$ cat src/include/dmac_pkg.sv
// ****************************************
// dma address control package
// ****************************************
package dmac_pkg;

	// ****************************************
	// register map
	// ****************************************
	localparam int unsigned REG_ADDR_W = 8;
	localparam logic [7:0] OFF_ADDR_CTRL = 8'h00;
	localparam logic [7:0] OFF_CHAN_MODE = 8'h04;
	localparam logic [7:0] OFF_SRC_ADDR = 8'h08;
	localparam logic [7:0] OFF_DST_ADDR = 8'h0c;
	localparam logic [7:0] OFF_IRQ_STAT = 8'h10;
	localparam logic [7:0] OFF_IRQ_MASK = 8'h14;

	// ****************************************
	// address control fields
	// ****************************************
	localparam int unsigned MODE_SEL_BIT = 31;
	localparam int unsigned DIR_SEL_BIT = 30;
	localparam int unsigned RSV_HI = 29;
	localparam int unsigned RSV_LO = 27;
	localparam int unsigned END_IRQ_EN_BIT = 26;
	localparam int unsigned AREA_HI = 25;
	localparam int unsigned AREA_LO = 24;
	localparam int unsigned CTRL_BYTE = 3;
	localparam logic [1:0] AREA_SRC = 2'h0;
	localparam logic [1:0] AREA_DST = 2'h1;
	localparam logic [1:0] AREA_NONE = 2'h2;
	localparam logic [1:0] AREA_BAD = 2'h3;

	// ****************************************
	// channel mode fields
	// ****************************************
	localparam int unsigned XFER_EN_BIT = 0;
	localparam int unsigned END_FLAG_BIT = 1;
	localparam int unsigned ACKE_BIT = 2;
	localparam int unsigned XMODE_HI = 5;
	localparam int unsigned XMODE_LO = 4;
	localparam logic [1:0] XM_NORMAL = 2'h0;
	localparam logic [1:0] XM_REPEAT = 2'h1;
	localparam logic [1:0] XM_BLOCK = 2'h2;

	// ****************************************
	// interrupt status and misc
	// ****************************************
	localparam int unsigned IRQ_W = 2;
	localparam int unsigned IRQ_SIZE_END = 0;
	localparam int unsigned IRQ_BAD_AREA = 1;
	localparam logic [1:0] RESP_OKAY = 2'h0;
	localparam logic [1:0] RESP_SLVERR = 2'h2;
	localparam logic [31:0] WORD_ZERO = 32'h0000_0000;

	typedef enum logic {
		UNIT_RUN,
		UNIT_DONE
	} dmac_unit_t;

endpackage

$ cat src/design/dmac_sync2.sv
// ****************************************
// two flop synchroniser
// ****************************************
module dmac_sync2 #(
	parameter int W = 1
) (
	input wire logic core_clk_i,
	input wire logic rst_i,
	input wire logic [W-1:0] async_i,
	output logic [W-1:0] sync_o
);
	logic [W-1:0] meta;

	// first stage feeds only the second
	always_ff @(posedge core_clk_i or posedge rst_i) begin
		if (rst_i) begin
			meta <= '0;
			sync_o <= '0;
		end else begin
			meta <= async_i;
			sync_o <= meta;
		end
	end
endmodule // dmac_sync2

$ cat src/design/dmac_axil_slave.sv
// ****************************************
// axi4-lite slave front end
// ****************************************
module dmac_axil_slave
	import dmac_pkg::*;
(
	input wire logic core_clk_i,
	input wire logic rst_i,
	input wire logic [dmac_pkg::REG_ADDR_W-1:0] s_axi_awaddr_i,
	input wire logic s_axi_awvalid_i,
	output logic s_axi_awready_o,
	input wire logic [31:0] s_axi_wdata_i,
	input wire logic [3:0] s_axi_wstrb_i,
	input wire logic s_axi_wvalid_i,
	output logic s_axi_wready_o,
	output logic [1:0] s_axi_bresp_o,
	output logic s_axi_bvalid_o,
	input wire logic s_axi_bready_i,
	input wire logic [dmac_pkg::REG_ADDR_W-1:0] s_axi_araddr_i,
	input wire logic s_axi_arvalid_i,
	output logic s_axi_arready_o,
	output logic [31:0] s_axi_rdata_o,
	output logic [1:0] s_axi_rresp_o,
	output logic s_axi_rvalid_o,
	input wire logic s_axi_rready_i,
	output logic wr_en_o,
	output logic [dmac_pkg::REG_ADDR_W-1:0] wr_addr_o,
	output logic [31:0] wr_data_o,
	output logic [3:0] wr_strb_o,
	input wire logic wr_ok_i,
	output logic [dmac_pkg::REG_ADDR_W-1:0] rd_addr_o,
	input wire logic [31:0] rd_data_i,
	input wire logic rd_ok_i
);
	logic aw_full, w_full, next_aw_full, next_w_full;
	logic next_awready, next_wready, next_bvalid, next_arready, next_rvalid;
	logic [1:0] next_bresp, next_rresp;
	logic [31:0] next_rdata, next_wdata;
	logic [3:0] next_wstrb;
	logic [REG_ADDR_W-1:0] next_awaddr;
	logic rd_en;

	// the write acts once both halves are held and no response is pending
	always_comb begin
		wr_en_o = aw_full && w_full && !s_axi_bvalid_o;
		rd_en = s_axi_arvalid_i && s_axi_arready_o;
		rd_addr_o = s_axi_araddr_i;
		next_awaddr = wr_addr_o;
		next_wdata = wr_data_o;
		next_wstrb = wr_strb_o;
		next_aw_full = aw_full;
		next_w_full = w_full;
		if (s_axi_awvalid_i && s_axi_awready_o) begin
			next_aw_full = 1'b1;
			next_awaddr = s_axi_awaddr_i;
		end
		if (s_axi_wvalid_i && s_axi_wready_o) begin
			next_w_full = 1'b1;
			next_wdata = s_axi_wdata_i;
			next_wstrb = s_axi_wstrb_i;
		end
		if (wr_en_o) begin
			next_aw_full = 1'b0;
			next_w_full = 1'b0;
		end
		next_bvalid = wr_en_o || (s_axi_bvalid_o && !s_axi_bready_i);
		next_bresp = wr_en_o ? (wr_ok_i ? RESP_OKAY : RESP_SLVERR) : s_axi_bresp_o;
		next_awready = !next_aw_full && !next_bvalid;
		next_wready = !next_w_full && !next_bvalid;
		next_rvalid = rd_en || (s_axi_rvalid_o && !s_axi_rready_i);
		next_rdata = rd_en ? rd_data_i : s_axi_rdata_o;
		next_rresp = rd_en ? (rd_ok_i ? RESP_OKAY : RESP_SLVERR) : s_axi_rresp_o;
		next_arready = !next_rvalid;
	end

	always_ff @(posedge core_clk_i or posedge rst_i) begin
		if (rst_i) begin
			aw_full <= 1'b0;
			w_full <= 1'b0;
			wr_addr_o <= '0;
			wr_data_o <= '0;
			wr_strb_o <= '0;
			s_axi_awready_o <= 1'b0;
			s_axi_wready_o <= 1'b0;
			s_axi_bvalid_o <= 1'b0;
			s_axi_bresp_o <= RESP_OKAY;
			s_axi_arready_o <= 1'b0;
			s_axi_rvalid_o <= 1'b0;
			s_axi_rdata_o <= WORD_ZERO;
			s_axi_rresp_o <= RESP_OKAY;
		end else begin
			aw_full <= next_aw_full;
			w_full <= next_w_full;
			wr_addr_o <= next_awaddr;
			wr_data_o <= next_wdata;
			wr_strb_o <= next_wstrb;
			s_axi_awready_o <= next_awready;
			s_axi_wready_o <= next_wready;
			s_axi_bvalid_o <= next_bvalid;
			s_axi_bresp_o <= next_bresp;
			s_axi_arready_o <= next_arready;
			s_axi_rvalid_o <= next_rvalid;
			s_axi_rdata_o <= next_rdata;
			s_axi_rresp_o <= next_rresp;
		end
	end
endmodule // dmac_axil_slave

$ cat src/design/dmac_addr_ctrl.sv
// Function
// bit 31 picks dual or single addressing
// single mode ack pin needs ack enable
// bit 30 picks single mode direction
// direction bit ignored in dual mode
// bits 29 to 27 read zero
// bit 26 enables size end interrupt
// repeat unit done, next request stops
// no-area code still allows end interrupt
// block done, next request stops channel
// bits 25:24 area select, 00 source
// 01 destination, 10 none, 11 barred
// end interrupt while flag and enable
module dmac_addr_ctrl
	import dmac_pkg::*;
(
	input wire logic core_clk_i,
	input wire logic rst_i,
	input wire logic [dmac_pkg::REG_ADDR_W-1:0] s_axi_awaddr_i,
	input wire logic s_axi_awvalid_i,
	output logic s_axi_awready_o,
	input wire logic [31:0] s_axi_wdata_i,
	input wire logic [3:0] s_axi_wstrb_i,
	input wire logic s_axi_wvalid_i,
	output logic s_axi_wready_o,
	output logic [1:0] s_axi_bresp_o,
	output logic s_axi_bvalid_o,
	input wire logic s_axi_bready_i,
	input wire logic [dmac_pkg::REG_ADDR_W-1:0] s_axi_araddr_i,
	input wire logic s_axi_arvalid_i,
	output logic s_axi_arready_o,
	output logic [31:0] s_axi_rdata_o,
	output logic [1:0] s_axi_rresp_o,
	output logic s_axi_rvalid_o,
	input wire logic s_axi_rready_i,
	input wire logic xfer_req_i,
	input wire logic unit_done_i,
	input wire logic ack_strobe_i,
	output logic xfer_go_o,
	output logic xfer_enable_o,
	output logic single_mode_o,
	output logic dir_dest_o,
	output logic [1:0] area_sel_o,
	output logic [31:0] single_addr_o,
	output logic transfer_ack_n_o,
	output logic end_irq_o,
	output logic irq_o
);
	// ****************************************
	// state
	// ****************************************
	logic single_sel, dir_sel, end_irq_en, xfer_en, end_flag, acke;
	logic [1:0] area, xmode;
	logic [31:0] src_addr, dst_addr;
	logic [IRQ_W-1:0] irq_stat, irq_mask;
	dmac_unit_t unit_state;
	logic req_prev, req_sync;

	logic next_single_sel, next_dir_sel, next_end_irq_en, next_xfer_en, next_end_flag, next_acke;
	logic [1:0] next_area, next_xmode;
	logic [31:0] next_src_addr, next_dst_addr;
	logic [IRQ_W-1:0] next_irq_stat, next_irq_mask, irq_set;
	dmac_unit_t next_unit_state;
	logic next_go, next_ack_n, next_end_irq, next_irq;
	logic [31:0] next_single_addr;

	logic wr_en, wr_ok, rd_ok, req_rise, stop_evt, bad_area;
	logic [REG_ADDR_W-1:0] wr_addr, rd_addr;
	logic [31:0] wr_data, rd_data;
	logic [3:0] wr_strb;

	// ****************************************
	// bus front end and pin synchroniser
	// ****************************************
	dmac_axil_slave u_bus (
		.core_clk_i(core_clk_i),
		.rst_i(rst_i),
		.s_axi_awaddr_i(s_axi_awaddr_i),
		.s_axi_awvalid_i(s_axi_awvalid_i),
		.s_axi_awready_o(s_axi_awready_o),
		.s_axi_wdata_i(s_axi_wdata_i),
		.s_axi_wstrb_i(s_axi_wstrb_i),
		.s_axi_wvalid_i(s_axi_wvalid_i),
		.s_axi_wready_o(s_axi_wready_o),
		.s_axi_bresp_o(s_axi_bresp_o),
		.s_axi_bvalid_o(s_axi_bvalid_o),
		.s_axi_bready_i(s_axi_bready_i),
		.s_axi_araddr_i(s_axi_araddr_i),
		.s_axi_arvalid_i(s_axi_arvalid_i),
		.s_axi_arready_o(s_axi_arready_o),
		.s_axi_rdata_o(s_axi_rdata_o),
		.s_axi_rresp_o(s_axi_rresp_o),
		.s_axi_rvalid_o(s_axi_rvalid_o),
		.s_axi_rready_i(s_axi_rready_i),
		.wr_en_o(wr_en),
		.wr_addr_o(wr_addr),
		.wr_data_o(wr_data),
		.wr_strb_o(wr_strb),
		.wr_ok_i(wr_ok),
		.rd_addr_o(rd_addr),
		.rd_data_i(rd_data),
		.rd_ok_i(rd_ok)
	);

	// request arrives on a pin, so it is synchronised before edge detection
	dmac_sync2 #(.W(1)) u_req_sync (
		.core_clk_i(core_clk_i),
		.rst_i(rst_i),
		.async_i(xfer_req_i),
		.sync_o(req_sync)
	);

	// ****************************************
	// address decode
	// ****************************************
	always_comb begin
		if (wr_addr == OFF_ADDR_CTRL || wr_addr == OFF_CHAN_MODE || wr_addr == OFF_SRC_ADDR) begin
			wr_ok = 1'b1;
		end else if (wr_addr == OFF_DST_ADDR || wr_addr == OFF_IRQ_STAT || wr_addr == OFF_IRQ_MASK) begin
			wr_ok = 1'b1;
		end else begin
			wr_ok = 1'b0;
		end
	end

	// lower address control bits are not implemented here and read zero
	always_comb begin
		rd_data = WORD_ZERO;
		rd_ok = 1'b1;
		if (rd_addr == OFF_ADDR_CTRL) begin
			rd_data[MODE_SEL_BIT] = single_sel;
			rd_data[DIR_SEL_BIT] = dir_sel;
			rd_data[END_IRQ_EN_BIT] = end_irq_en;
			rd_data[AREA_HI:AREA_LO] = area;
		end else if (rd_addr == OFF_CHAN_MODE) begin
			rd_data[XFER_EN_BIT] = xfer_en;
			rd_data[END_FLAG_BIT] = end_flag;
			rd_data[ACKE_BIT] = acke;
			rd_data[XMODE_HI:XMODE_LO] = xmode;
		end else if (rd_addr == OFF_SRC_ADDR) begin
			rd_data = src_addr;
		end else if (rd_addr == OFF_DST_ADDR) begin
			rd_data = dst_addr;
		end else if (rd_addr == OFF_IRQ_STAT) begin
			rd_data[IRQ_W-1:0] = irq_stat;
		end else if (rd_addr == OFF_IRQ_MASK) begin
			rd_data[IRQ_W-1:0] = irq_mask;
		end else begin
			rd_ok = 1'b0;
		end
	end

	// ****************************************
	// unit tracking and stop
	// ****************************************
	always_comb begin
		req_rise = req_sync && !req_prev;
		next_unit_state = unit_state;
		stop_evt = 1'b0;
		next_go = 1'b0;
		case (unit_state)
			UNIT_RUN: begin
				if (xfer_en && unit_done_i && (xmode == XM_REPEAT || xmode == XM_BLOCK)) begin
					next_unit_state = UNIT_DONE;
				end
				next_go = xfer_en && req_rise;
			end
			UNIT_DONE: begin
				if (!xfer_en) begin
					next_unit_state = UNIT_RUN;
				end else if (req_rise) begin
					next_unit_state = UNIT_RUN;
					// area code plays no part: no-area still stops // R08
					stop_evt = end_irq_en;
					next_go = !end_irq_en;
				end
			end
			default: next_unit_state = UNIT_RUN;
		endcase
	end

	// ****************************************
	// register writes
	// ****************************************
	always_comb begin
		next_single_sel = single_sel;
		next_dir_sel = dir_sel;
		next_end_irq_en = end_irq_en;
		next_area = area;
		next_xfer_en = xfer_en;
		next_end_flag = end_flag;
		next_acke = acke;
		next_xmode = xmode;
		next_src_addr = src_addr;
		next_dst_addr = dst_addr;
		next_irq_stat = irq_stat;
		next_irq_mask = irq_mask;
		bad_area = 1'b0;
		if (wr_en && wr_addr == OFF_ADDR_CTRL && wr_strb[CTRL_BYTE]) begin
			next_single_sel = wr_data[MODE_SEL_BIT];
			next_dir_sel = wr_data[DIR_SEL_BIT];
			next_end_irq_en = wr_data[END_IRQ_EN_BIT];
			// reserved bits 29:27 are dropped // R05
			// barred code keeps the old area so the sequencer never sees it
			if (wr_data[AREA_HI:AREA_LO] != AREA_BAD) begin
				next_area = wr_data[AREA_HI:AREA_LO];
			end else begin
				bad_area = 1'b1;
			end
		end else if (wr_en && wr_addr == OFF_CHAN_MODE && wr_strb[0]) begin
			next_xfer_en = wr_data[XFER_EN_BIT];
			next_end_flag = end_flag && wr_data[END_FLAG_BIT];
			next_acke = wr_data[ACKE_BIT];
			next_xmode = wr_data[XMODE_HI:XMODE_LO];
		end else if (wr_en && wr_addr == OFF_SRC_ADDR) begin
			for (int b = 0; b < 4; b++) begin
				if (wr_strb[b]) begin
					next_src_addr[b*8 +: 8] = wr_data[b*8 +: 8];
				end
			end
		end else if (wr_en && wr_addr == OFF_DST_ADDR) begin
			for (int b = 0; b < 4; b++) begin
				if (wr_strb[b]) begin
					next_dst_addr[b*8 +: 8] = wr_data[b*8 +: 8];
				end
			end
		end else if (wr_en && wr_addr == OFF_IRQ_STAT && wr_strb[0]) begin
			next_irq_stat = irq_stat & ~wr_data[IRQ_W-1:0];
		end else if (wr_en && wr_addr == OFF_IRQ_MASK && wr_strb[0]) begin
			next_irq_mask = wr_data[IRQ_W-1:0];
		end
		// hardware events come last so a set beats a same-cycle clear
		if (stop_evt) begin
			next_xfer_en = 1'b0;
			next_end_flag = 1'b1;
		end
		irq_set = '0;
		irq_set[IRQ_SIZE_END] = stop_evt;
		irq_set[IRQ_BAD_AREA] = bad_area;
		next_irq_stat = next_irq_stat | irq_set;
	end

	// ****************************************
	// registered outputs
	// ****************************************
	always_comb begin
		next_end_irq = next_end_flag && next_end_irq_en;
		next_irq = |(next_irq_stat & next_irq_mask);
		// ack pin is low active and only pulses when single mode and enabled
		next_ack_n = !(ack_strobe_i && single_sel && acke);
		// single address bus uses source unless dest is chosen in single mode
		next_single_addr = (next_single_sel && next_dir_sel) ? next_dst_addr : next_src_addr;
	end

	always_ff @(posedge core_clk_i or posedge rst_i) begin
		if (rst_i) begin
			single_sel <= 1'b0;
			dir_sel <= 1'b0;
			end_irq_en <= 1'b0;
			area <= AREA_SRC;
			xfer_en <= 1'b0;
			end_flag <= 1'b0;
			acke <= 1'b0;
			xmode <= XM_NORMAL;
			src_addr <= WORD_ZERO;
			dst_addr <= WORD_ZERO;
			irq_stat <= '0;
			irq_mask <= '0;
			unit_state <= UNIT_RUN;
			req_prev <= 1'b0;
			xfer_go_o <= 1'b0;
			xfer_enable_o <= 1'b0;
			single_mode_o <= 1'b0;
			dir_dest_o <= 1'b0;
			area_sel_o <= AREA_SRC;
			single_addr_o <= WORD_ZERO;
			transfer_ack_n_o <= 1'b1;
			end_irq_o <= 1'b0;
			irq_o <= 1'b0;
		end else begin
			single_sel <= next_single_sel;
			dir_sel <= next_dir_sel;
			end_irq_en <= next_end_irq_en;
			area <= next_area;
			xfer_en <= next_xfer_en;
			end_flag <= next_end_flag;
			acke <= next_acke;
			xmode <= next_xmode;
			src_addr <= next_src_addr;
			dst_addr <= next_dst_addr;
			irq_stat <= next_irq_stat;
			irq_mask <= next_irq_mask;
			unit_state <= next_unit_state;
			req_prev <= req_sync;
			xfer_go_o <= next_go;
			xfer_enable_o <= next_xfer_en;
			single_mode_o <= next_single_sel;
			dir_dest_o <= next_single_sel && next_dir_sel;
			area_sel_o <= next_area;
			single_addr_o <= next_single_addr;
			transfer_ack_n_o <= next_ack_n;
			end_irq_o <= next_end_irq;
			irq_o <= next_irq;
		end
	end

	// ****************************************
	// assertions
	// ****************************************
	a_mode_write: assert property (@(posedge core_clk_i) disable iff (rst_i)
		(wr_en && wr_addr == OFF_ADDR_CTRL && wr_strb[CTRL_BYTE]) |=> single_mode_o == $past(wr_data[MODE_SEL_BIT]))
		else $error("address mode not taken from write");
	a_ack_gated: assert property (@(posedge core_clk_i) disable iff (rst_i)
		(ack_strobe_i && !(single_sel && acke)) |=> transfer_ack_n_o)
		else $error("ack pin driven while not permitted");
	a_dir_select: assert property (@(posedge core_clk_i) disable iff (rst_i)
		(single_mode_o && dir_dest_o) |-> single_addr_o == dst_addr)
		else $error("single address not taken from destination");
	a_dual_nodir: assert property (@(posedge core_clk_i) disable iff (rst_i)
		!single_mode_o |-> (!dir_dest_o && single_addr_o == src_addr))
		else $error("direction bit acted in dual mode");
	a_rsv_zero: assert property (@(posedge core_clk_i) disable iff (rst_i)
		(s_axi_arvalid_i && s_axi_arready_o && s_axi_araddr_i == OFF_ADDR_CTRL) |=> s_axi_rdata_o[RSV_HI:RSV_LO] == 3'h0)
		else $error("reserved bits read nonzero");
	a_irq_off: assert property (@(posedge core_clk_i) disable iff (rst_i)
		(!end_irq_en && !next_end_irq_en) |=> !end_irq_o)
		else $error("end interrupt while disabled");
	a_stop_chan: assert property (@(posedge core_clk_i) disable iff (rst_i)
		(unit_state == UNIT_DONE && xfer_en && end_irq_en && req_rise) |=>
		(!xfer_en && end_flag && !xfer_go_o) ##1 (end_irq_o || !end_irq_en))
		else $error("channel not stopped after unit end");
	a_noarea_stop: assert property (@(posedge core_clk_i) disable iff (rst_i)
		(area == AREA_NONE && stop_evt) |=> end_flag && irq_stat[IRQ_SIZE_END])
		else $error("no-area mode missed end interrupt");
	a_block_stop: assert property (@(posedge core_clk_i) disable iff (rst_i)
		(xmode == XM_BLOCK && xfer_en && unit_done_i && unit_state == UNIT_RUN) |=> unit_state == UNIT_DONE)
		else $error("block end not recorded");
	a_area_legal: assert property (@(posedge core_clk_i) disable iff (rst_i)
		area != AREA_BAD && area_sel_o != AREA_BAD)
		else $error("barred area code stored");
	a_halt_off: assert property (@(posedge core_clk_i) disable iff (rst_i)
		!xfer_en |=> !xfer_go_o)
		else $error("transfer started while disabled");
endmodule // dmac_addr_ctrl

$ cat config.mk
export PLATFORM = sky130hd
export DESIGN_NAME = dmac_addr_ctrl
export DESIGN_NICKNAME = d
export VERILOG_FILES = /design/src/include/dmac_pkg.sv /design/src/design/dmac_sync2.sv /design/src/design/dmac_axil_slave.sv /design/src/design/dmac_addr_ctrl.sv
export SDC_FILE = /design/constraint.sdc
export NUM_CORES = 1
export LEC_CHECK = 0
export ABC_AREA = 0
export BUFFER_PORTS_ARGS = -buffer_cell sky130_fd_sc_hd__clkbuf_2
export CAP_MARGIN = 20
export CORE_MARGIN = 3
export CORE_UTILIZATION = 61
export CTS_BUF_LIST = sky130_fd_sc_hd__clkbuf_4
export DETAILED_ROUTE_END_ITERATION = 8
export PLACE_DENSITY = 0.85
export SYNTH_ARGS = -nofsm -noshare
export SYNTH_HDL_FRONTEND = slang
export SYNTH_HIERARCHICAL = 1
export SYNTH_SLANG_ARGS = --single-unit
$ cat constraint.sdc
create_clock -name core_clk_i -period 12.54 [get_ports core_clk_i]
set_input_delay 3.762 -clock core_clk_i [delete_from_list [all_inputs] [get_ports core_clk_i]]
set_output_delay 3.762 -clock core_clk_i [all_outputs]
set_load 0.01 [all_outputs]
Word level (Yosys, flattened, before mapping)
Cells that the tools add are included.
- add/sub/neg operators: 0
- multiply operators: 0
- div/mod/pow operators: 0
- $lt $le $gt $ge: 0
- eq/ne operators: 14
- shift operators: 0
- multiplexer cells: 75
- bitwise gates (word level): 6
- reductions and logical operators: 52
- operators with widths (cell ; number):
    32-bit two-way mux ; 9
    8-bit two-way mux ; 8
    2-bit two-way mux ; 18
    8-bit by 4-bit == test with 1-bit output (second input constant) ; 4
    8-bit by 5-bit == test with 1-bit output (second input constant) ; 4
    1-bit two-way mux ; 32
    30-bit two-way mux ; 1
    1-bit logical AND ; 28
    26-bit two-way mux ; 1
    24-bit two-way mux ; 1
    8-bit by 3-bit == test with 1-bit output (second input constant) ; 2
    8-bit zero test ; 2
    1-bit zero test ; 10
    3-bit two-way mux ; 3
    1-bit logical OR ; 7
    2-bit AND reduction ; 3
    2-bit AND ; 2
    2-bit inequality test (second input constant) ; 2
    1-bit one-hot mux with 2 select lines ; 2
    2-bit by 1-bit == test with 1-bit output (second input constant) ; 1
    2-bit == test (second input constant) ; 1
    1-bit inverter ; 2
    2-bit inverter ; 1
    2-bit bitwise OR ; 1
    other kinds (2) ; 2
- register bits after elaboration: 206
- bits in latches: 0
- bits in writable memories: 0
- memory bits (read-only): 0
- output and inout port bits: 82
- logic and storage cells: 182
- memories: 0

Longest topological paths before layout
- depth in word-level cells: 12
- depth in mapped cells: 9
- gate-level depth less buffers: 6

Modules after synthesis
Netlist, hierarchy kept.
- by module, submodules not included (module ; instances ; cells each ; area each (sq um)):
    dmac_addr_ctrl ; 1 ; 483 ; 5895.7
    dmac_axil_slave ; 1 ; 200 ; 3311.9
    dmac_sync2 ; 1 ; 3 ; 53.8

Worst setup path after synthesis
OpenSTA, ideal clock, no wires.
- path type: input to register
- start point: in s_axi_araddr_i[5] (netlist bit)
- end point: reg u_bus.s_axi_rdata_o[10]
- data arrival time: 5.551 ns
- data required time: 12.476 ns
- slack: 6.925 ns
- stages on the path: 7
- cell sequence: buf_4 -> or4_1 -> or3_1 -> nor2b_1 -> clkbuf_1 -> a22o_1 -> mux2_2
- cells in the longest elaborated chain, start to end: 5
- RTL lines (item ; RTL line ; text):
    start: declaration ; dmac_addr_ctrl.sv:29 ; input wire logic [dmac_pkg::REG_ADDR_W-1:0] s_axi_araddr_i,
    8-bit by 4-bit == test with 1-bit output ; dmac_addr_ctrl.sv:142 ; end else if (rd_addr == OFF_DST_ADDR) begin
    30-bit two-way mux ; dmac_addr_ctrl.sv:142 ;
    32-bit two-way mux ; dmac_addr_ctrl.sv:140 ; end else if (rd_addr == OFF_SRC_ADDR) begin
    26-bit two-way mux ; dmac_addr_ctrl.sv:135 ; end else if (rd_addr == OFF_CHAN_MODE) begin
    24-bit two-way mux (*) ; dmac_addr_ctrl.sv:130 ; if (rd_addr == OFF_ADDR_CTRL) begin
    named net rd_data[10] ; dmac_addr_ctrl.sv:69 ; logic [31:0] wr_data, rd_data;
    end signal: assignment ; dmac_axil_slave.sv:103 ; s_axi_rdata_o <= next_rdata;
    end: declaration ; dmac_axil_slave.sv:22 ; output logic [31:0] s_axi_rdata_o,
Mark *: on every way through the listed nets, which the timed path passes. The rest lies on a longest branch.
A chain may end at the register's enable or synchronous reset.

Final worst setup path
- start point: in s_axi_araddr_i[5] (netlist bit)
- end point: reg u_bus.s_axi_rdata_o[6]
The elaborated chain is that of the path after synthesis.

==> metrics <==
status=finished clean; clock skew=0.04555 ns; DRC=0; Critical Path End Type=register; grt total ovfl=0; WL per Instance=20.24 µm; share of power burned in the clock network=29.7%; Netlist Area Pre-Place=0.009261 mm²; CTS resizes=0; CP Class=in -> reg; largest net degree at the start of global routing=67; CTS tree=yes; R2R cell count=6; Peak Freq=175.0 MHz; Flop pwr share=50.0%; combinational share of power=20.2%; flops & latches, synth=204; synthesized instance count=686; Cell Chain, Critical Path=clkbuf_2 -> or4_1 -> or3_1 -> nor2b_2 -> a22o_1 -> mux2_2; Power Total=1859 µW; final hold slack=0.3478 ns; CP Launch Type=input pin; crit path DAT=6.28 ns; crit share post-route=45.57%; Clock Latency Late Sink=0.65 ns; Mean Syn Cell Area=13.50 µm²; via count=6381; die area=0.01670 mm²; LEAKAGE=0.005434 µW; power per cell area=175.6 mW/mm²; count of nets after finishing=900; hpwl dp=14130 µm; HP Start=u_req_sync/meta; Synth async-reset ratio=100.0%; num rows=44; hold_buf cts=0; Reg2Reg Capture Point=single_addr_o[1]; Via density=6.066; Port Buffer Count=141; Synth Warn #=6; I/O pins=144; number of max-cap violations=0; slowest stage cell, crit path=nor2b_2; pre-CTS worst setup slack=6.205 ns; Min-Delay Path Depth=0; root buf cell=clkbuf_4; Crit Path Max Fanout=22; initial core utilization=63.01%; first-pass GRT wire length=34040 µm; Crit path buffers/inverters=1; clk sinks=204; width of the die=129.2 µm; Synth cell types=54; Req. time, crit path=13.10 ns; Post-CTS Setup Bufs=0; Clock Pin Slew Worst Setup and Hold Paths=0.06 ns; gr usage total=25.71%; final setup TNS=0 ns; Max stage delay on crit path=0.91 ns; hold endpoint=u_req_sync/sync_o; Top FF cell, synth=dfrtp_1; final setup violating endpoints=0; RSZ-0062 raised after global routing=false; area grow syn2layout=14.27%; actual slew at the worst max-slew pin=1.070 ns; Switching Share=30.95%; share of cells above drive strength 1=46.83%; worst r2r src=u_bus/s_axi_bvalid_o; switching pwr=575.2 µW; antenna violations before repair=1; H-tree depth=2; Bufs on Longest Clock Path=3; Final GP Congestion=0.8823; Post-Route WL=21290 µm; cts bufs inserted=52; R2R Setup Slk=9.44 ns; Slew Viols, Final=0; final hold vios=0; shortest period the worst path allows=5.714 ns; layout filler cell count=987; Rel. slew slack=28.31%; core area=0.01470 mm²; EDFF count, synth=0; Initial DRC Count=396; 1st-pass router iterations=5; internal power=1283 µW; DIE HEIGHT=129.2 µm; vias in the first global route=6731; sequential area share after synthesis=55.13%; Largest delay share family, worst path=simple AND/OR/NAND/NOR gates; hold crit path type=reg -> reg; antenna-violating nets left=0; Worst IR Drop VDD=0.1862 mV; worst setup margin=6.826 ns
cell usage after synthesis, types with 9 or more instances:
cell | number | share of area, %
dfrtp_1 | 203 | 55
mux2_2 | 132 | 16
mux2_4 | 18 | 2.9
or2_2 | 9 | 0.61
inv_1 | 15 | 0.61
nor2_1 | 17 | 0.69
o32ai_1 | 16 | 1.5
clkbuf_1 | 12 | 0.49
buf_2 | 11 | 0.59
a22o_1 | 22 | 2.1
buf_4 | 16 | 1.3
buf_6 | 9 | 1.1
mux2i_1 | 43 | 4.6
o22ai_1 | 50 | 3.4
nand2b_1 | 25 | 1.7
cell usage in the layout (no fill, tap or decap), types with 3 or more instances in the layout:
| master | instances |
|---|---|
| nor2_1 | 17 |
| clkbuf_4 | 79 |
| o32ai_1 | 16 |
| mux2_1 | 3 |
| and2_1 | 3 |
| a21oi_1 | 6 |
| or2_2 | 9 |
| o22ai_1 | 50 |
| inv_1 | 13 |
| a22o_1 | 22 |
| dfrtp_1 | 203 |
| clkbuf_2 | 141 |
| nor4_4 | 4 |
| o21ai_0 | 5 |
| clkinv_1 | 3 |
| mux2_4 | 18 |
| mux2_2 | 132 |
| o21a_1 | 3 |
| nand3b_1 | 5 |
| nand2b_1 | 25 |
| nand2_1 | 8 |
| a22oi_1 | 5 |
| mux2i_1 | 43 |
| buf_6 | 4 |
| nor3_2 | 4 |
| nor3b_1 | 3 |
routing by layer:
layer,global-route usage [%],share of wire [%],vias up
met5,0,0,-
met4,11.86,3.4,0
met3,5.276,6.3,61
met2,43.81,51,263
met1,31.66,40,3214
li1,-,-,2843
power groups by stage:
stage / combinational [µW] / sequential (µW) / clock, µW
floorplan: 309 / 880 / 0
global placement: 354 / 924 / 0
detailed placement: 375 / 935 / 0
CTS: 377 / 924 / 567
global route: 408 / 944 / 607
finish: 376 / 930 / 552
stage by stage:
stage	area [µm²]	std cells	utilization (%)
2_1_floorplan	9265	687	-
3_3_place_gp	9881	963	67.22
3_5_place_dp	9881	963	67.22
4_1_cts	10520	1046	71.54
5_1_grt	10580	1052	72.00
6_report	10580	1052	72.00
worst max-delay path by stage:
stage / endpoint / from / depth (start not counted)
floorplan: acke / rst_i / 1
global placement: u_bus/s_axi_rdata_o[22] / s_axi_araddr_i[5] / 6
detailed placement: u_bus/s_axi_rdata_o[6] / s_axi_araddr_i[5] / 6
CTS: u_bus/s_axi_rdata_o[6] / s_axi_araddr_i[5] / 6
global route: u_bus/s_axi_rdata_o[6] / s_axi_araddr_i[5] / 6
finish: u_bus/s_axi_rdata_o[6] / s_axi_araddr_i[5] / 6
area by class of cell:
| class | count | area [µm²] | share of cell area, % |
|---|---|---|---|
| diodes | 1 | 2.502 | 0.02365 |
| clock buffers | 79 | 593.1 | 5.604 |
| clock inverters | 4 | 41.29 | 0.3902 |
| inverters | 15 | 60.06 | 0.5675 |
| multi-input cells | 417 | 3764 | 35.56 |
| flip-flops and latches | 204 | 5106 | 48.25 |
| well taps | 184 | 230.2 | 2.175 |
| repair buffers | 148 | 785.8 | 7.425 |
sequential cells by signal, summed over array words and instances, names as in the netlist, 4 cells and up:
signal,count
dst_addr,32
src_addr,32
u_bus/wr_data_o,32
u_bus/wr_addr_o,8
u_bus/wr_strb_o,4
single_addr_o,32
u_bus/s_axi_rdata_o,32
cells by family after synthesis:
| logic type | synth area share, % |
|---|---|
| DFF | 55.13 |
| muxes | 23.98 |
| AOI/OAI and AO/OA | 9.011 |
| and+or+nand+nor | 7.417 |
| buffers and inverters | 4.323 |
| xor gates and xnor gates | 0.09459 |
| other | 0.04049 |
(Power assumes the default switching activity.)
